[src/include/svc_pkg.sv]
package svc_pkg;

	// register byte offsets
	localparam logic [7:0] OFS_MODE     = 8'h00;
	localparam logic [7:0] OFS_ACCESS   = 8'h04;
	localparam logic [7:0] OFS_CODE_EU  = 8'h08;
	localparam logic [7:0] OFS_CODE_IN  = 8'h0C;
	localparam logic [7:0] OFS_CODE_SV  = 8'h10;
	localparam logic [7:0] OFS_CODE_LB  = 8'h14;
	localparam logic [7:0] OFS_RELAY    = 8'h18;
	localparam logic [7:0] OFS_SPEED    = 8'h1C;
	localparam logic [7:0] OFS_STATUS   = 8'h20;
	localparam logic [7:0] OFS_IRQ_STAT = 8'h24;
	localparam logic [7:0] OFS_IRQ_MASK = 8'h28;

	// access code width and reset values (arbitrary defaults)
	localparam int          CODE_W       = 16;
	localparam logic [15:0] RST_CODE_EU  = 16'h0000;
	localparam logic [15:0] RST_CODE_IN  = 16'h0000;
	localparam logic [15:0] RST_CODE_SV  = 16'h0000;
	localparam logic [15:0] RST_CODE_LB  = 16'h0000;

	// speed in percent of the variable band
	localparam logic [6:0] PCT_MIN = 7'h00;
	localparam logic [6:0] PCT_MAX = 7'h64;

	// status field positions
	localparam int ST_MANUAL  = 0;
	localparam int ST_RUNNING = 1;
	localparam int ST_SPEED   = 8;
	localparam int ST_MODE    = 16;

	// event bits of the sticky status
	localparam int EV_SERVICE = 0;
	localparam int EV_DENIED  = 1;
	localparam int EV_REJECT  = 2;
	localparam int EV_W       = 3;

	// operating modes
	typedef enum logic [2:0] {
		MODE_NORMAL  = 3'b000,
		MODE_SERVICE = 3'b001,
		MODE_LAB     = 3'b010,
		MODE_MAKER   = 3'b011,
		MODE_SUPPLY  = 3'b100
	} mode_type;

	// outputs toward the cabinet
	typedef struct packed {
		logic [7:0] relay;
		logic [6:0] speed;
	} drive_type;

endpackage : svc_pkg

[src/rtl/service_override.sv]
// Chosen here: the address map and the APB interface to the registers.
module service_override
(
	// clock and reset
	input  wire logic              CLK_SYS,
	input  wire logic              SYS_RST,
	// apb slave
	input  wire logic              PSEL,
	input  wire logic              PENABLE,
	input  wire logic              PWRITE,
	input  wire logic [7:0]        PADDR,
	input  wire logic [31:0]       PWDATA,
	output logic      [31:0]       PRDATA,
	output logic                   PREADY,
	output logic                   PSLVERR,
	// normal cabinet control
	input  wire svc_pkg::drive_type NORM_DRIVE,
	// cabinet outputs
	output svc_pkg::drive_type     CAB_DRIVE,
	output svc_pkg::mode_type      MODE_OUT,
	output logic                   IRQ
);
	import svc_pkg::*;

	mode_type              mode_r;      // current operating mode
	logic                  unlock_r;    // service code accepted
	logic                  oem_r;       // lab key presented
	logic [CODE_W-1:0]     code_eu_r;   // end_user_code
	logic [CODE_W-1:0]     code_in_r;   // installer code
	logic [CODE_W-1:0]     code_sv_r;   // service_code
	logic [CODE_W-1:0]     code_lb_r;   // lab_level_code
	logic [7:0]            man_relay_r; // relay_manual_controls
	logic [6:0]            man_speed_r; // manual speed percent
	drive_type             save_r;      // state before service
	logic                  restore_r;   // one cycle of restore
	logic [EV_W-1:0]       ev_stat_r;   // sticky events
	logic [EV_W-1:0]       ev_mask_r;   // event enables
	logic [EV_W-1:0]       ev_set;      // events this cycle
	logic                  acc_go;      // access completes
	logic                  wr_go;       // write completes
	logic                  rd_phase;    // read data capture
	logic                  enter_svc;   // mode goes to service
	logic                  leave_svc;   // mode leaves service
	logic                  mode_wr;     // mode write attempt
	logic                  mode_ok;     // mode write allowed
	logic                  code_wr;     // access code attempt
	logic [31:0]           rd_word;     // read mux
	logic [6:0]            spd_clip;    // clamped setpoint
	mode_type              mode_nxt;    // requested mode

	// ---------------- apb handshake ----------------
	// one wait state so that read data leaves a flip-flop
	assign acc_go   = PSEL && PENABLE && PREADY;
	assign wr_go    = acc_go && PWRITE;
	assign rd_phase = PSEL && PENABLE && !PREADY;

	// ready rises on the second access cycle, then drops
	always_ff @(posedge CLK_SYS)
	begin
		if (SYS_RST)
			PREADY <= 1'b0;
		else
			PREADY <= rd_phase;
	end

	// error on unmapped or misaligned addresses
	always_ff @(posedge CLK_SYS)
	begin
		if (SYS_RST)
			PSLVERR <= 1'b0;
		else if (rd_phase)
			PSLVERR <= (PADDR > OFS_IRQ_MASK) || (PADDR[1:0] != 2'b00);
		else
			PSLVERR <= 1'b0;
	end

	// ---------------- mode selection ----------------
	assign mode_wr  = wr_go && (PADDR == OFS_MODE);
	assign mode_nxt = mode_type'(PWDATA[2:0]);
	// only unlocked, legal codes, lab needs the key
	assign mode_ok  = unlock_r && (PWDATA[2:0] <= 3'h4)
		&& ((mode_nxt != MODE_LAB) || oem_r);
	assign enter_svc = mode_wr && mode_ok && (mode_nxt == MODE_SERVICE)
		&& (mode_r != MODE_SERVICE);
	assign leave_svc = mode_wr && mode_ok && (mode_nxt != MODE_SERVICE)
		&& (mode_r == MODE_SERVICE);

	// mode register
	always_ff @(posedge CLK_SYS)
	begin
		if (SYS_RST)
			mode_r <= MODE_NORMAL;
		else if (mode_wr && mode_ok)
			mode_r <= mode_nxt;
	end

	// ---------------- access codes ----------------
	assign code_wr = wr_go && (PADDR == OFS_ACCESS);

	// a code attempt replaces the previous level
	always_ff @(posedge CLK_SYS)
	begin
		if (SYS_RST)
		begin
			unlock_r <= 1'b0;
			oem_r    <= 1'b0;
		end
		else if (code_wr)
		begin
			// lab code also opens the service level
			unlock_r <= (PWDATA[CODE_W-1:0] == code_sv_r) ||
				(PWDATA[CODE_W-1:0] == code_lb_r);
			oem_r    <= (PWDATA[CODE_W-1:0] == code_lb_r);
		end
	end

	// stored codes change only behind the service code
	always_ff @(posedge CLK_SYS)
	begin
		if (SYS_RST)
		begin
			code_eu_r <= RST_CODE_EU;
			code_in_r <= RST_CODE_IN;
			code_sv_r <= RST_CODE_SV;
			code_lb_r <= RST_CODE_LB;
		end
		else if (wr_go && unlock_r)
		begin
			if (PADDR == OFS_CODE_EU)
				code_eu_r <= PWDATA[CODE_W-1:0];
			else if (PADDR == OFS_CODE_IN)
				code_in_r <= PWDATA[CODE_W-1:0];
			else if (PADDR == OFS_CODE_SV)
				code_sv_r <= PWDATA[CODE_W-1:0];
			else if (PADDR == OFS_CODE_LB)
				code_lb_r <= PWDATA[CODE_W-1:0];
		end
	end

	// ---------------- manual overrides ----------------
	// setpoints above full band are held at full band
	assign spd_clip = (PWDATA[6:0] > PCT_MAX) ? PCT_MAX : PWDATA[6:0];

	// relay commands; cleared on entry so all start off
	always_ff @(posedge CLK_SYS)
	begin
		if (SYS_RST)
			man_relay_r <= 8'h00;
		else if (enter_svc)
			man_relay_r <= 8'h00;
		else if (wr_go && (PADDR == OFS_RELAY) &&
			(mode_r == MODE_SERVICE))
			man_relay_r <= PWDATA[7:0];
	end

	// speed command; percent of the band, 0 is minimum
	always_ff @(posedge CLK_SYS)
	begin
		if (SYS_RST)
			man_speed_r <= PCT_MIN;
		else if (enter_svc)
			man_speed_r <= PCT_MIN;
		else if (wr_go && (PADDR == OFS_SPEED) &&
			(mode_r == MODE_SERVICE))
			man_speed_r <= spd_clip;
	end

	// snapshot of the normal drive taken at entry
	always_ff @(posedge CLK_SYS)
	begin
		if (SYS_RST)
			save_r <= '0;
		else if (enter_svc)
			save_r <= NORM_DRIVE;
	end

	// restore lasts one cycle, then normal control rules
	always_ff @(posedge CLK_SYS)
	begin
		if (SYS_RST)
			restore_r <= 1'b0;
		else
			restore_r <= leave_svc && (mode_nxt == MODE_NORMAL);
	end

	// ---------------- cabinet outputs ----------------
	// overrides reach the pins only in service mode
	always_ff @(posedge CLK_SYS)
	begin
		if (SYS_RST)
			CAB_DRIVE <= '0;
		else if (enter_svc)
			CAB_DRIVE <= '0;
		else if (mode_r == MODE_SERVICE)
		begin
			CAB_DRIVE.relay <= man_relay_r;
			CAB_DRIVE.speed <= man_speed_r;
		end
		else if (restore_r)
			CAB_DRIVE <= save_r;
		else
			CAB_DRIVE <= NORM_DRIVE;
	end

	// mode shown outside
	always_ff @(posedge CLK_SYS)
	begin
		if (SYS_RST)
			MODE_OUT <= MODE_NORMAL;
		else
			MODE_OUT <= mode_r;
	end

	// ---------------- events ----------------
	assign ev_set[EV_SERVICE] = enter_svc;
	assign ev_set[EV_DENIED]  = code_wr &&
		(PWDATA[CODE_W-1:0] != code_sv_r) &&
		(PWDATA[CODE_W-1:0] != code_lb_r);
	assign ev_set[EV_REJECT]  = mode_wr && !mode_ok;

	// sticky bits; a new event beats a same-cycle clear
	always_ff @(posedge CLK_SYS)
	begin
		if (SYS_RST)
			ev_stat_r <= '0;
		else if (wr_go && (PADDR == OFS_IRQ_STAT))
			ev_stat_r <= (ev_stat_r & ~PWDATA[EV_W-1:0]) | ev_set;
		else
			ev_stat_r <= ev_stat_r | ev_set;
	end

	// mask register
	always_ff @(posedge CLK_SYS)
	begin
		if (SYS_RST)
			ev_mask_r <= '0;
		else if (wr_go && (PADDR == OFS_IRQ_MASK))
			ev_mask_r <= PWDATA[EV_W-1:0];
	end

	// level interrupt, one cycle behind the status
	always_ff @(posedge CLK_SYS)
	begin
		if (SYS_RST)
			IRQ <= 1'b0;
		else
			IRQ <= |(ev_stat_r & ev_mask_r);
	end

	// ---------------- read path ----------------
	// codes read as zero while locked to keep them hidden
	always_comb
	begin
		rd_word = 32'h0000_0000;
		if (PADDR == OFS_MODE)
			rd_word[2:0] = mode_r;
		else if (PADDR == OFS_ACCESS)
			rd_word[1:0] = {oem_r, unlock_r};
		else if (PADDR == OFS_CODE_EU && unlock_r)
			rd_word[CODE_W-1:0] = code_eu_r;
		else if (PADDR == OFS_CODE_IN && unlock_r)
			rd_word[CODE_W-1:0] = code_in_r;
		else if (PADDR == OFS_CODE_SV && unlock_r)
			rd_word[CODE_W-1:0] = code_sv_r;
		else if (PADDR == OFS_CODE_LB && unlock_r)
			rd_word[CODE_W-1:0] = code_lb_r;
		else if (PADDR == OFS_RELAY)
			rd_word[7:0] = man_relay_r;
		else if (PADDR == OFS_SPEED)
			rd_word[6:0] = man_speed_r;
		else if (PADDR == OFS_STATUS)
		begin
			rd_word[ST_MANUAL]  = (MODE_OUT == MODE_SERVICE);
			rd_word[ST_RUNNING] = (CAB_DRIVE.speed != 7'h00);
			rd_word[ST_SPEED +: 7] = CAB_DRIVE.speed;
			rd_word[ST_MODE +: 3]  = MODE_OUT;
		end
		else if (PADDR == OFS_IRQ_STAT)
			rd_word[EV_W-1:0] = ev_stat_r;
		else if (PADDR == OFS_IRQ_MASK)
			rd_word[EV_W-1:0] = ev_mask_r;
	end

	// read data captured in the wait cycle
	always_ff @(posedge CLK_SYS)
	begin
		if (SYS_RST)
			PRDATA <= 32'h0000_0000;
		else if (rd_phase && !PWRITE)
			PRDATA <= rd_word;
	end
endmodule : service_override

[config.mk]
export PLATFORM = sky130hd
export DESIGN_NAME = service_override
export DESIGN_NICKNAME = d
export VERILOG_FILES = /design/src/include/svc_pkg.sv /design/src/rtl/service_override.sv
export SDC_FILE = /design/constraint.sdc
export NUM_CORES = 1
export LEC_CHECK = 0
export BUFFER_PORTS_ARGS = -buffer_cell sky130_fd_sc_hd__buf_2
export CORE_AREA = 3 3 123 125
export DETAILED_ROUTE_END_ITERATION = 10
export DIE_AREA = 0 0 126 128
export PLACE_DENSITY = 0.71
export RECOVER_POWER = 25
export REMOVE_ABC_BUFFERS = 1
export SLEW_MARGIN = 20
export SYNTH_ARGS = -nofsm -noshare
export SYNTH_HDL_FRONTEND = slang
export SYNTH_SLANG_ARGS = --single-unit
[constraint.sdc]
create_clock -name CLK_SYS -period 2.1 [get_ports CLK_SYS]
set_input_delay 0.315 -clock CLK_SYS [delete_from_list [all_inputs] [get_ports CLK_SYS]]
set_output_delay 0.315 -clock CLK_SYS [all_outputs]
set_load 0.05 [all_outputs]
==> results.tsv, run 1 <==
stage	metric	value	unit
pwr	Comb pwr share	7.8	%
floorplanning	number of cell rows	43	
worst_setup_path	Worst EP arrival	2.16	ns
clock_network	Worst-Skew Late Latency	0.43	ns
hold_path	Worst Hold Class	input port to flip-flop	
final_layout	leading cell types in the layout, fill and taps excluded	162 x nand2_1, 146 x dfxtp_1, 85 x a21oi_1, 57 x nor2_1, 51 x buf_4	
timing	Hold Violations, Final	0	
global_routing	initial antenna violation count	0	
worst_setup_path	Register-to-Register Path Depth	6	
pwr	Leakage	0.002936	uW
synthesis	Avg Inst Size Synth	8.343	sq um
timing	Final Max Tran Viols	0	
clock_network	Clock transition at path regs	0.05	ns
global_routing	total track usage	24.44	%
pwr	NetSw	1474	uW
synthesis	largest area contributor in the netlist	dfxtp_1	
global_routing	M1 GR Usage	33.11	%
synthesis	top post-synthesis cells by area	dfxtp_1 42%, nand2_1 8.6%, mux2i_1 6.5%	
clock_network	CTS sink count	146	
status	status	completed	
clock_network	CTS Hold Bufs	0	
pwr	overall power	6149	uW
placed_design	hpwl dp	14020	um
synthesis	number of synthesized register bits	146	
worst_setup_path	crit path from	SYS_RST	
worst_setup_path	FF-to-FF End	PRDATA[2]	
timing	skew final	0.005165	ns
synthesis	Main synth FF type	dfxtp_1	
placed_design	routability cong.	0.8747	
worst_setup_path	CP required	2.40	ns
final_layout	Final Net Count	984	
timing	Setup WS post-layout	0.2397	ns
synthesis	cell count after synthesis	843	
pwr	sw frac	23.97	%
placed_design	I/O Buffers	83	
drt	DR iter-0 viols	677	
final_layout	Multi-input gate area	3691	sq um
pwr	power share of the clock group	46.6	%
synthesis	register area share after synthesis	41.56	%
clock_network	TritonCTS clock tree	built	
final_layout	layout cells sized above 1	15.92	%
drt	first drt pass iteration count	5	
worst_setup_path	Crit Path Category	input port to flip-flop	
synthesis	area share of the largest cell type after synthesis	41.56	%
worst_setup_path	register-to-register setup slack	0.26	ns
run	MaxCap Viol Count	0	
timing	final setup fails	0	
clock_network	Clock Path Buffers	2	
drt	via/cell ratio	5.748	
pwr	Seq pwr share	45.6	%
drt	DRC	0	
global_routing	vias in the first global route	5929	
floorplanning	Starting Density	50.28	%
worst_setup_path	crit path max fanout	31	
timing	RSZ-0062 raised after global routing	false	
pwr	worst vdd ir	0.6094	mV
drt	Routed Antenna Nets	0	
final_layout	# diodes	0	
timing	Max-slew headroom	5.784	%
worst_setup_path	worst reg2reg startpoint	unlock_r	
floorplanning	I/O pin total	113	
worst_setup_path	Worst setup endpoint	PRDATA[1]	
final_layout	# fillers	1276	
worst_setup_path	Worst Setup End Kind	flip-flop	
timing	worst-margin pin slew	1.413	ns
clock_network	cts bufs inserted	17	
worst_setup_path	Setup crit start kind	input port	
synthesis	synth unique cells	70	
synthesis	ys async rst share	0	%
global_routing	grt met2 use	38.09	%
global_routing	met3 Usage GRT	4.750	%
timing	f_max	537.6	MHz
drt	wire per inst	17.84	um
synthesis	EDFF count, synth	0	
synthesis	Synth Warn #	0	
synthesis	cell area after synthesis	7033	sq um
placed_design	setup slack after placement	-0.2295	ns
timing	fin crit period	1.860	ns
floorplanning	Die Width	126	um
drt	Via Count	6415	
clock_network	postcts setup bufs	0	
pwr	P per Cell Area	743.6	nW/um^2
timing	Tcrit/Tclk final	88.58	%
clock_network	CTS root buffer	clkbuf_16	
floorplanning	Die H	128	um
final_layout	most common cell after layout, fill and taps aside	nand2_1	
global_routing	layer with the highest usage	met2	
final_layout	FF+latch area	2923	sq um
drt	Total Wirelength	19910	um
floorplanning	Die ar.	16130	sq um
clock_network	H-Tree Depth	4	
global_routing	Congestion Overflow GR	0	
floorplanning	core box area	13990	sq um
final_layout	Area Overhead vs Synth	17.58	%
pwr	cell-internal power	4675	uW
global_routing	largest net degree at the start of global routing	59	
global_routing	first-pass GRT wire length	31330	um
==> cells in the mapped netlist (3+ instances only) <==
master,n
a22oi_1,12
o22ai_1,3
nand2b_1,8
buf_4,20
buf_2,22
nor4_1,5
buf_6,3
a211oi_1,17
nand3b_1,5
dfxtp_1,146
nor2_1,58
clkbuf_1,44
a32o_1,7
a32oi_1,3
nand4_1,15
a21oi_1,85
o21ai_0,20
a221oi_1,18
mux2i_1,46
nor3_1,6
mux2_2,4
nor2b_1,8
and3_1,8
nand2_1,162
nand3_1,26
inv_1,4
xnor2_1,32
and2_1,3
o211ai_1,3
==> power by group through the flow <==
stage / registers [uW] / clock network, uW / logic [uW]
4_1_cts: 2810 / 2900 / 480
5_1_grt: 2810 / 3010 / 508
2_1_floorplan: 2920 / 0 / 163
6_report: 2810 / 2860 / 480
3_3_place_gp: 2870 / 0 / 476
3_5_place_dp: 2870 / 0 / 478
==> logic make-up after synthesis <==
family	after synthesis	share of synthesized area (%)
simple gates	333	23.31
compound gates	187	17.10
flops	146	41.56
buf+inv	94	6.814
mux	50	7.187
xor+xnor	32	3.985
other cells	1	0.05332
==> flip-flops by register name, indices dropped and copies added, names as in the netlist, 3 cells and up <==
signal,count
PRDATA,19
code_eu_r,16
code_in_r,16
code_lb_r,16
code_sv_r,16
CAB_DRIVE,15
save_r,15
man_relay_r,8
man_speed_r,7
MODE_OUT,3
ev_mask_r,3
ev_stat_r,3
mode_r,3
==> final cells by class <==
| cell class | count | share of cell area [%] |
|---|---|---|
| Sequential cell | 146 | 35.35 |
| Tap cell | 180 | 2.724 |
| Multi-Input combinational cell | 615 | 44.64 |
| Inverter | 4 | 0.1816 |
| Clock buffer | 28 | 6.612 |
| Clock inverter | 3 | 0.2118 |
| Timing Repair Buffer | 140 | 10.29 |
==> per-stage QoR <==
stage | TNS [ns] | hold WS [ns] | instance area, sq um | cells | util [%]
2_1_floorplan | -47.72 | 0.3841 | 6614 | 765 | -
3_3_place_gp | -1.978 | 0.4375 | 7760 | 1085 | 55.47
3_5_place_dp | -2.750 | 0.4431 | 7760 | 1085 | 55.47
4_1_cts | 0 | 0.1256 | 8327 | 1116 | 59.53
5_1_grt | 0 | 0.1428 | 8269 | 1116 | 59.11
6_report | 0 | 0.1400 | 8269 | 1116 | 59.11
==> worst max-delay path, stage by stage <==
cell and delay [ns]:
buf_4 0.32, clkbuf_1 1.07, nor2_1 0.20, o221ai_1 0.14
o2bb2ai_1 0.09
==> worst min-delay path by stage <==
| stage | start | end | slack (ns) | cells past startpoint |
|---|---|---|---|---|
| detailed placement | save_r[13] | save_r[13] | 0.44 | 2 |
| CTS | NORM_DRIVE[14] | save_r[14] | 0.13 | 3 |
| finish | NORM_DRIVE[12] | save_r[12] | 0.14 | 3 |
| global route | NORM_DRIVE[10] | save_r[10] | 0.14 | 3 |
| global placement | code_in_r[4] | code_in_r[4] | 0.44 | 2 |
| floorplan | SYS_RST | PRDATA[15] | 0.38 | 1 |
==> timing repair <==
action                                  4_1_cts  5_1_grt
endpoints found under the hold margin         0        0
gates resized for setup                       1        0
endpoints found under the setup margin        3        0
==> metal layers <==
layer  vias up  routed length [um]
li1       3104                   -
met1      3037                8944
met2       232                9084
met3        42                1356
met4         0                 519
met5         -                   0
Power figures use the tool's default switching activity.
==> run 2: changes to the inputs <==
BUFFER_PORTS_ARGS = default   (was -buffer_cell sky130_fd_sc_hd__buf_2)
DONT_BUFFER_PORTS = 1   (was default)
MAX_ROUTING_LAYER = met4   (was default)
PLACE_DENSITY = default   (was 0.71)
==> run 2 against run 1 <==
Net effect:
- cell area decreased by 3.1%
- critical path depth grew 1
- routed wire length grew 7.8%
- clock skew increased by 0.0060 ns
- global-route usage is 2.2 points higher
- final cell count is 5.8% lower
- sequential power is essentially flat
- first-iteration DRC count shrank 3.0%
- combinational power fell by 36%
- hold slack got worse by 0.12 ns
- via count fell by 2.1%
- highest routed layer unchanged
==> results.tsv, run 2 (synthesis results as in run 1) <==
stage	metric	value	unit	change
pwr	Leakage	0.002754	uW	-6.2%
drt	via/cell ratio	5.975		+3.9%
final_layout	leading cell types in the layout, fill and taps excluded	162 x nand2_1, 146 x dfxtp_1, 85 x a21oi_1, 57 x nor2_1, 46 x mux2i_1		
global_routing	vias in the first global route	6024		+1.6%
floorplanning	core box area	13990	sq um	unchanged
final_layout	# diodes	0		unchanged
timing	Tcrit/Tclk final	95.50	%	+6.9 points
clock_network	TritonCTS clock tree	built		
drt	Total Wirelength	21450	um	+7.8%
status	status	completed		
clock_network	CTS root buffer	clkbuf_16		
placed_design	hpwl dp	14460	um	+3.1%
drt	Routed Antenna Nets	0		unchanged
global_routing	Congestion Overflow GR	0		unchanged
placed_design	routability cong.	0.9201		+5.2%
timing	final setup fails	0		unchanged
floorplanning	Starting Density	50.28	%	unchanged
drt	DRC	0		unchanged
clock_network	Clock transition at path regs	0.07	ns	+0.02 ns
floorplanning	Die H	128	um	unchanged
timing	worst hold slack	0.01603	ns	-0.1239 ns
global_routing	total track usage	26.63	%	+2.2 points
worst_setup_path	Largest delay share family, worst path	simple AND/OR/NAND/NOR gates		
floorplanning	I/O pin total	113		unchanged
worst_setup_path	Crit Path Category	flip-flop to flip-flop		
run	MaxCap Viol Count	0		unchanged
timing	Setup TNS	0	ns	unchanged
final_layout	Post-Route Utilization	57.26	%	-1.9 points
pwr	cell-internal power	4848	uW	+3.7%
worst_setup_path	Register-to-Register Path Depth	6		unchanged
pwr	NetSw	1491	uW	+1.2%
timing	Max-slew headroom	37.84	%	+32 points
final_layout	layout cells sized above 1	11.02	%	-4.9 points
pwr	Seq pwr share	44.6	%	-1.0 points
worst_setup_path	worst reg2reg startpoint	PREADY		
drt	wire per inst	20.41	um	+14%
floorplanning	number of cell rows	43		unchanged
pwr	Comb pwr share	4.8	%	-3.0 points
hold_path	Worst Hold Class	input port to flip-flop		
timing	Final Max Tran Viols	0		unchanged
clock_network	Worst-Skew Late Latency	0.43	ns	about the same
floorplanning	Die ar.	16130	sq um	unchanged
pwr	worst vdd ir	0.6207	mV	+1.8%
timing	skew final	0.01113	ns	+0.005967 ns
worst_setup_path	Worst Setup End Kind	flip-flop		
worst_setup_path	FF-to-FF End	ev_mask_r[0]		
hold_path	worst hold stages	2		-1
pwr	sw frac	23.52	%	-0.45 points
drt	DR iter-0 viols	657		-3.0%
timing	Hold Violations, Final	0		unchanged
global_routing	largest net degree at the start of global routing	119		+100%
pwr	P per Cell Area	791.3	nW/um^2	+6.4%
floorplanning	Die Width	126	um	unchanged
timing	f_max	498.6	MHz	-7.2%
final_layout	max reg flops	19		unchanged
global_routing	first-pass GRT wire length	32910	um	+5.0%
worst_setup_path	highest-delay cell along the critical path	dlygate4sd3_1		
worst_setup_path	register-to-register setup slack	0.09	ns	-0.17 ns
worst_setup_path	CP required	2.41	ns	about the same
drt	Via Count	6280		-2.1%
drt	first drt pass iteration count	7		+2
placed_design	I/O Buffers	0		-100%
pwr	power share of the clock group	50.5	%	+3.9 points
clock_network	CTS sink count	146		unchanged
final_layout	Final Net Count	918		-6.7%
worst_setup_path	Setup crit start kind	flip-flop		
clock_network	Clock Path Buffers	2		unchanged
final_layout	Largest Register	PRDATA		
clock_network	H-Tree Depth	4		unchanged
final_layout	Area Overhead vs Synth	13.89	%	
worst_setup_path	max incr delay on CP	0.55	ns	-0.52 ns
worst_setup_path	crit-path cells	and4_2 -> and2_1 -> nand2_1 -> mux2i_1 -> nor2_1 -> dlygate4sd3_1		
hold_path	min-delay src	PWDATA[7]		
final_layout	most common cell after layout, fill and taps aside	nand2_1		
global_routing	initial antenna violation count	0		unchanged
worst_setup_path	CP Buf/Inv Count	1		-1
timing	worst-margin pin slew	0.9294	ns	-0.4839 ns
worst_setup_path	Worst EP arrival	2.32	ns	+0.16 ns
timing	RSZ-0062 raised after global routing	false		
hold_path	hold endpoint	code_lb_r[7]		
clock_network	cts bufs inserted	17		unchanged
timing	fin crit period	2.006	ns	+0.1453 ns
worst_setup_path	crit path max fanout	6		-81%
## run 2: cell types whose count changed in the layout (fill, tap and decap cells not counted), moves of 2 or more
cell	before	now
buf_4	51	39
dlygate4sd3_1	0	11
clkinv_4	0	2
buf_12	5	1
clkbuf_8	8	3
clkinvlp_4	1	4
clkbuf_1	45	23
buf_2	42	0
bufinv_16	0	3
## run 2: worst max-delay path by stage
stage | start | endpoint | slack [ns] | cells past startpoint
global route | unlock_r | PRDATA[15] | 0.02 | 7
finish | PREADY | ev_mask_r[0] | 0.09 | 6
global placement | PREADY | PRDATA[3] | 0.1 | 4
floorplan | PREADY | man_speed_r[2] | -0.64 | 5
CTS | PREADY | ev_mask_r[1] | 0.06 | 6
detailed placement | PREADY | PRDATA[4] | 0.12 | 4
## run 2: what timing repair did
action,4_1_cts,5_1_grt
hold buffers,10,2
setup endpoints to repair,0,15
resized for setup,0,2
buffers inserted,0,0
endpoints found under the hold margin,109,87
## run 2: final cells by class
class                      instances  area, sq um
inverter                           4        15.01
sequential                       146         2923
tap                              180        225.2
fill                            1291         5978
multi-input combinational        615         3692
timing repair buffer              74        533.0
clock buffer                      21        470.5
clock inverter                    11        151.4
## run 2: power by group through the flow
| stage | Combinational, uW | Sequential [uW] | Clock (uW) |
|---|---|---|---|
| final | 307 | 2830 | 3200 |
| after CTS | 271 | 2830 | 3220 |
| after global placement | 269 | 2890 | 0 |
| after detailed placement | 270 | 2890 | 0 |
| after global routing | 323 | 2830 | 3350 |
| after floorplan | 163 | 2920 | 0 |
## run 2: layer usage
metal	vias to the layer above	track usage, %	part of all wire, %
met5	-	-	0
met4	0	9.338	3.0
met3	48	6.750	6.9
met2	244	42.13	47
met1	3024	33.32	43
li1	2964	-	-
## run 2: per-stage QoR
| step | setup slack [ns] | std cells | cell area, sq um | power (uW) |
|---|---|---|---|---|
| detailed placement | 0.1249 | 1007 | 7330 | 3162 |
| global route | 0.02221 | 1051 | 8010 | 6501 |
| finish | 0.09442 | 1051 | 8010 | 6339 |
| floorplan | -0.6384 | 765 | 6614 | 3088 |
| CTS | 0.06167 | 1049 | 8051 | 6325 |
| global placement | 0.09811 | 1007 | 7330 | 3159 |
## run 2: worst register-to-register path, stage by stage (launching register included)
cell and delay (ns):
dfxtp_1 0.41, and4_2 0.35, and2_1 0.20, nand2_1 0.15, mux2i_1 0.18, nor2_1 0.05, dlygate4sd3_1 0.55
==> run 3: changes to the inputs <==
CTS_BUF_LIST = sky130_fd_sc_hd__clkbuf_16   (was default)
SLEW_MARGIN = 10   (was 20)
clock period = 1.9 ns   (was 2.1 ns; I/O delays follow)
==> run 3 against run 2 <==
Net effect:
- the flow now finishes with violations (negative hold slack)
- global-route usage up 0.27 points
- critical path depth up 1
- largest power group unchanged
- critical path type unchanged
- non-clock buffer count up 6
==> results.tsv, run 3 (synthesis results as in run 1) <==
stage	metric	value	unit	change
final_layout	Post-Route Utilization	57.56	%	+0.30 points
timing	fin crit period	1.782	ns	-0.2231 ns
global_routing	vias in the first global route	6151		+2.1%
pwr	Comb pwr share	4.7	%	about the same
drt	Total Wirelength	21390	um	-0.27%
timing	worst hold slack	-0.07405	ns	-0.09008 ns
global_routing	first-pass GRT wire length	33240	um	+0.98%
final_layout	Largest Register	PRDATA		
floorplanning	Die H	128	um	unchanged
drt	DRC	0		unchanged
placed_design	setup slack after placement	-0.07420	ns	-0.1991 ns
clock_network	CTS root buffer	clkbuf_16		
clock_network	Clock Path Buffers	2		unchanged
global_routing	total track usage	26.91	%	+0.27 points
timing	Hold Violations, Final	59		+59
placed_design	I/O Buffers	0		unchanged
clock_network	CTS sink count	146		unchanged
clock_network	cts bufs inserted	17		unchanged
floorplanning	Die ar.	16130	sq um	unchanged
hold_path	hold endpoint	ev_mask_r[1]		
final_layout	max reg flops	19		unchanged
global_routing	initial antenna violation count	0		unchanged
final_layout	leading cell types in the layout, fill and taps excluded	161 x nand2_1, 146 x dfxtp_1, 85 x a21oi_1, 57 x nor2_1, 46 x mux2i_1		
run	MaxCap Viol Count	0		unchanged
pwr	Seq pwr share	46.7	%	+2.1 points
final_layout	# diodes	0		unchanged
worst_setup_path	Setup crit start kind	flip-flop		
worst_setup_path	Crit Path Category	flip-flop to flip-flop		
placed_design	hpwl dp	14480	um	+0.19%
global_routing	largest net degree at the start of global routing	119		unchanged
clock_network	Clock transition at path regs	0.06	ns	about the same
floorplanning	I/O pin total	113		unchanged
drt	first drt pass iteration count	5		-2
placed_design	routability cong.	0.8640		-6.1%
drt	Via Count	6347		+1.1%
clock_network	Worst-Skew Late Latency	0.44	ns	about the same
hold_path	worst hold stages	1		-1
worst_setup_path	worst reg2reg startpoint	unlock_r		
worst_setup_path	Worst EP arrival	2.11	ns	-0.21 ns
final_layout	Area Overhead vs Synth	14.48	%	
timing	Setup TNS	0	ns	unchanged
timing	Final Max Tran Viols	0		unchanged
worst_setup_path	crit path max fanout	11		+5
drt	Routed Antenna Nets	0		unchanged
timing	Max-slew headroom	46.06	%	+8.2 points
pwr	cell-internal power	5100	uW	+5.2%
timing	Tcrit/Tclk final	93.81	%	-1.7 points
worst_setup_path	Register-to-Register Path Depth	7		+1
pwr	Leakage	0.002759	uW	+0.20%
hold_path	Worst Hold Class	input port to flip-flop		
status	failing checks	negative hold slack		
timing	Setup WS post-layout	0.1175	ns	+0.02310 ns
timing	skew final	0.008805	ns	-0.002327 ns
worst_setup_path	Worst Setup End Kind	flip-flop		
floorplanning	number of cell rows	43		unchanged
worst_setup_path	FF-to-FF End	PRDATA[9]		
clock_network	H-Tree Depth	4		unchanged
drt	DR iter-0 viols	577		-12%
global_routing	Congestion Overflow GR	0		unchanged
pwr	P per Cell Area	832.1	nW/um^2	+5.1%
hold_path	min-delay src	SYS_RST		
worst_setup_path	register-to-register setup slack	0.12	ns	+0.02 ns
drt	wire per inst	20.22	um	-0.93%
floorplanning	Die Width	126	um	unchanged
pwr	sw frac	23.88	%	+0.36 points
worst_setup_path	CP required	2.23	ns	-0.18 ns
status	status	complete, but fails checks		
timing	f_max	561.0	MHz	+13%
timing	final setup fails	0		unchanged
final_layout	most common cell after layout, fill and taps aside	nand2_1		
final_layout	layout cells sized above 1	11.85	%	+0.82 points
pwr	NetSw	1600	uW	+7.3%
timing	worst-margin pin slew	0.8091	ns	-0.1202 ns
clock_network	TritonCTS clock tree	built		
floorplanning	core box area	13990	sq um	unchanged
drt	via/cell ratio	5.999		+0.40%
pwr	worst vdd ir	0.8234	mV	+33%
final_layout	Final Net Count	925		+0.76%
pwr	power share of the clock group	48.7	%	-1.8 points
timing	RSZ-0062 raised after global routing	false		
floorplanning	Starting Density	50.28	%	unchanged
-- run 3: timing repair --
item / 4_1_cts / 5_1_grt
gates cloned: 0 / 1
endpoints found under the hold margin: 115 / 107
endpoints found under the setup margin: 10 / 59
resized for setup: 1 / 8
setup buffers: 0 / 3
hold buffers: 8 / 1
-- run 3: area by class of cell --
cell class	instances	area, sq um
clock buffers	17	425.4
clock inverters	15	141.4
fillers	1280	5937
inverters	4	15.01
multi-input cells	616	3724
flip-flops and latches	146	2923
well taps	180	225.2
repair buffers	80	598.1
-- run 3: power by group through the flow --
stage / registers (uW) / logic, uW / clock network, uW
CTS: 3130 / 313 / 3290
global route: 3130 / 327 / 3440
finish: 3130 / 312 / 3260
floorplan: 3230 / 181 / 0
detailed placement: 3190 / 301 / 0
global placement: 3190 / 299 / 0
-- run 3: layer usage --
layer / vias to the layer above / share of wire [%] / track usage, %
met4: 0 / 2.4 / 9.968
met2: 253 / 47 / 42.47
met3: 37 / 7.7 / 6.208
met1: 3071 / 43 / 33.89
met5: - / 0 / -
li1: 2986 / - / -
-- run 3: worst max path at each step --
stage                   from        endpoint  slack (ns)
floorplan             PREADY  man_speed_r[2]       -0.84
global placement    PADDR[7]       PRDATA[1]       -0.10
detailed placement    PREADY      PRDATA[13]       -0.07
CTS                 unlock_r    code_in_r[3]        0.03
global route          PREADY    code_in_r[3]       0.005
finish              unlock_r       PRDATA[9]        0.12
-- run 3: worst max-delay path, stage by stage, from the launching register on --
cell and delay, ns:
dfxtp_1 0.35, nor4b_4 0.22, buf_6 0.18, buf_4 0.13, and4_4 0.23, buf_12 0.14
a221oi_1 0.10, a221oi_1 0.32
-- run 3: stage by stage --
step,instances,power [uW],area [sq um]
final,1058,6699,8051
after global routing,1058,6889,8051
after CTS,1053,6725,8061
after detailed placement,1013,3495,7412
after global placement,1013,3492,7412
after floorplan,765,3413,6614
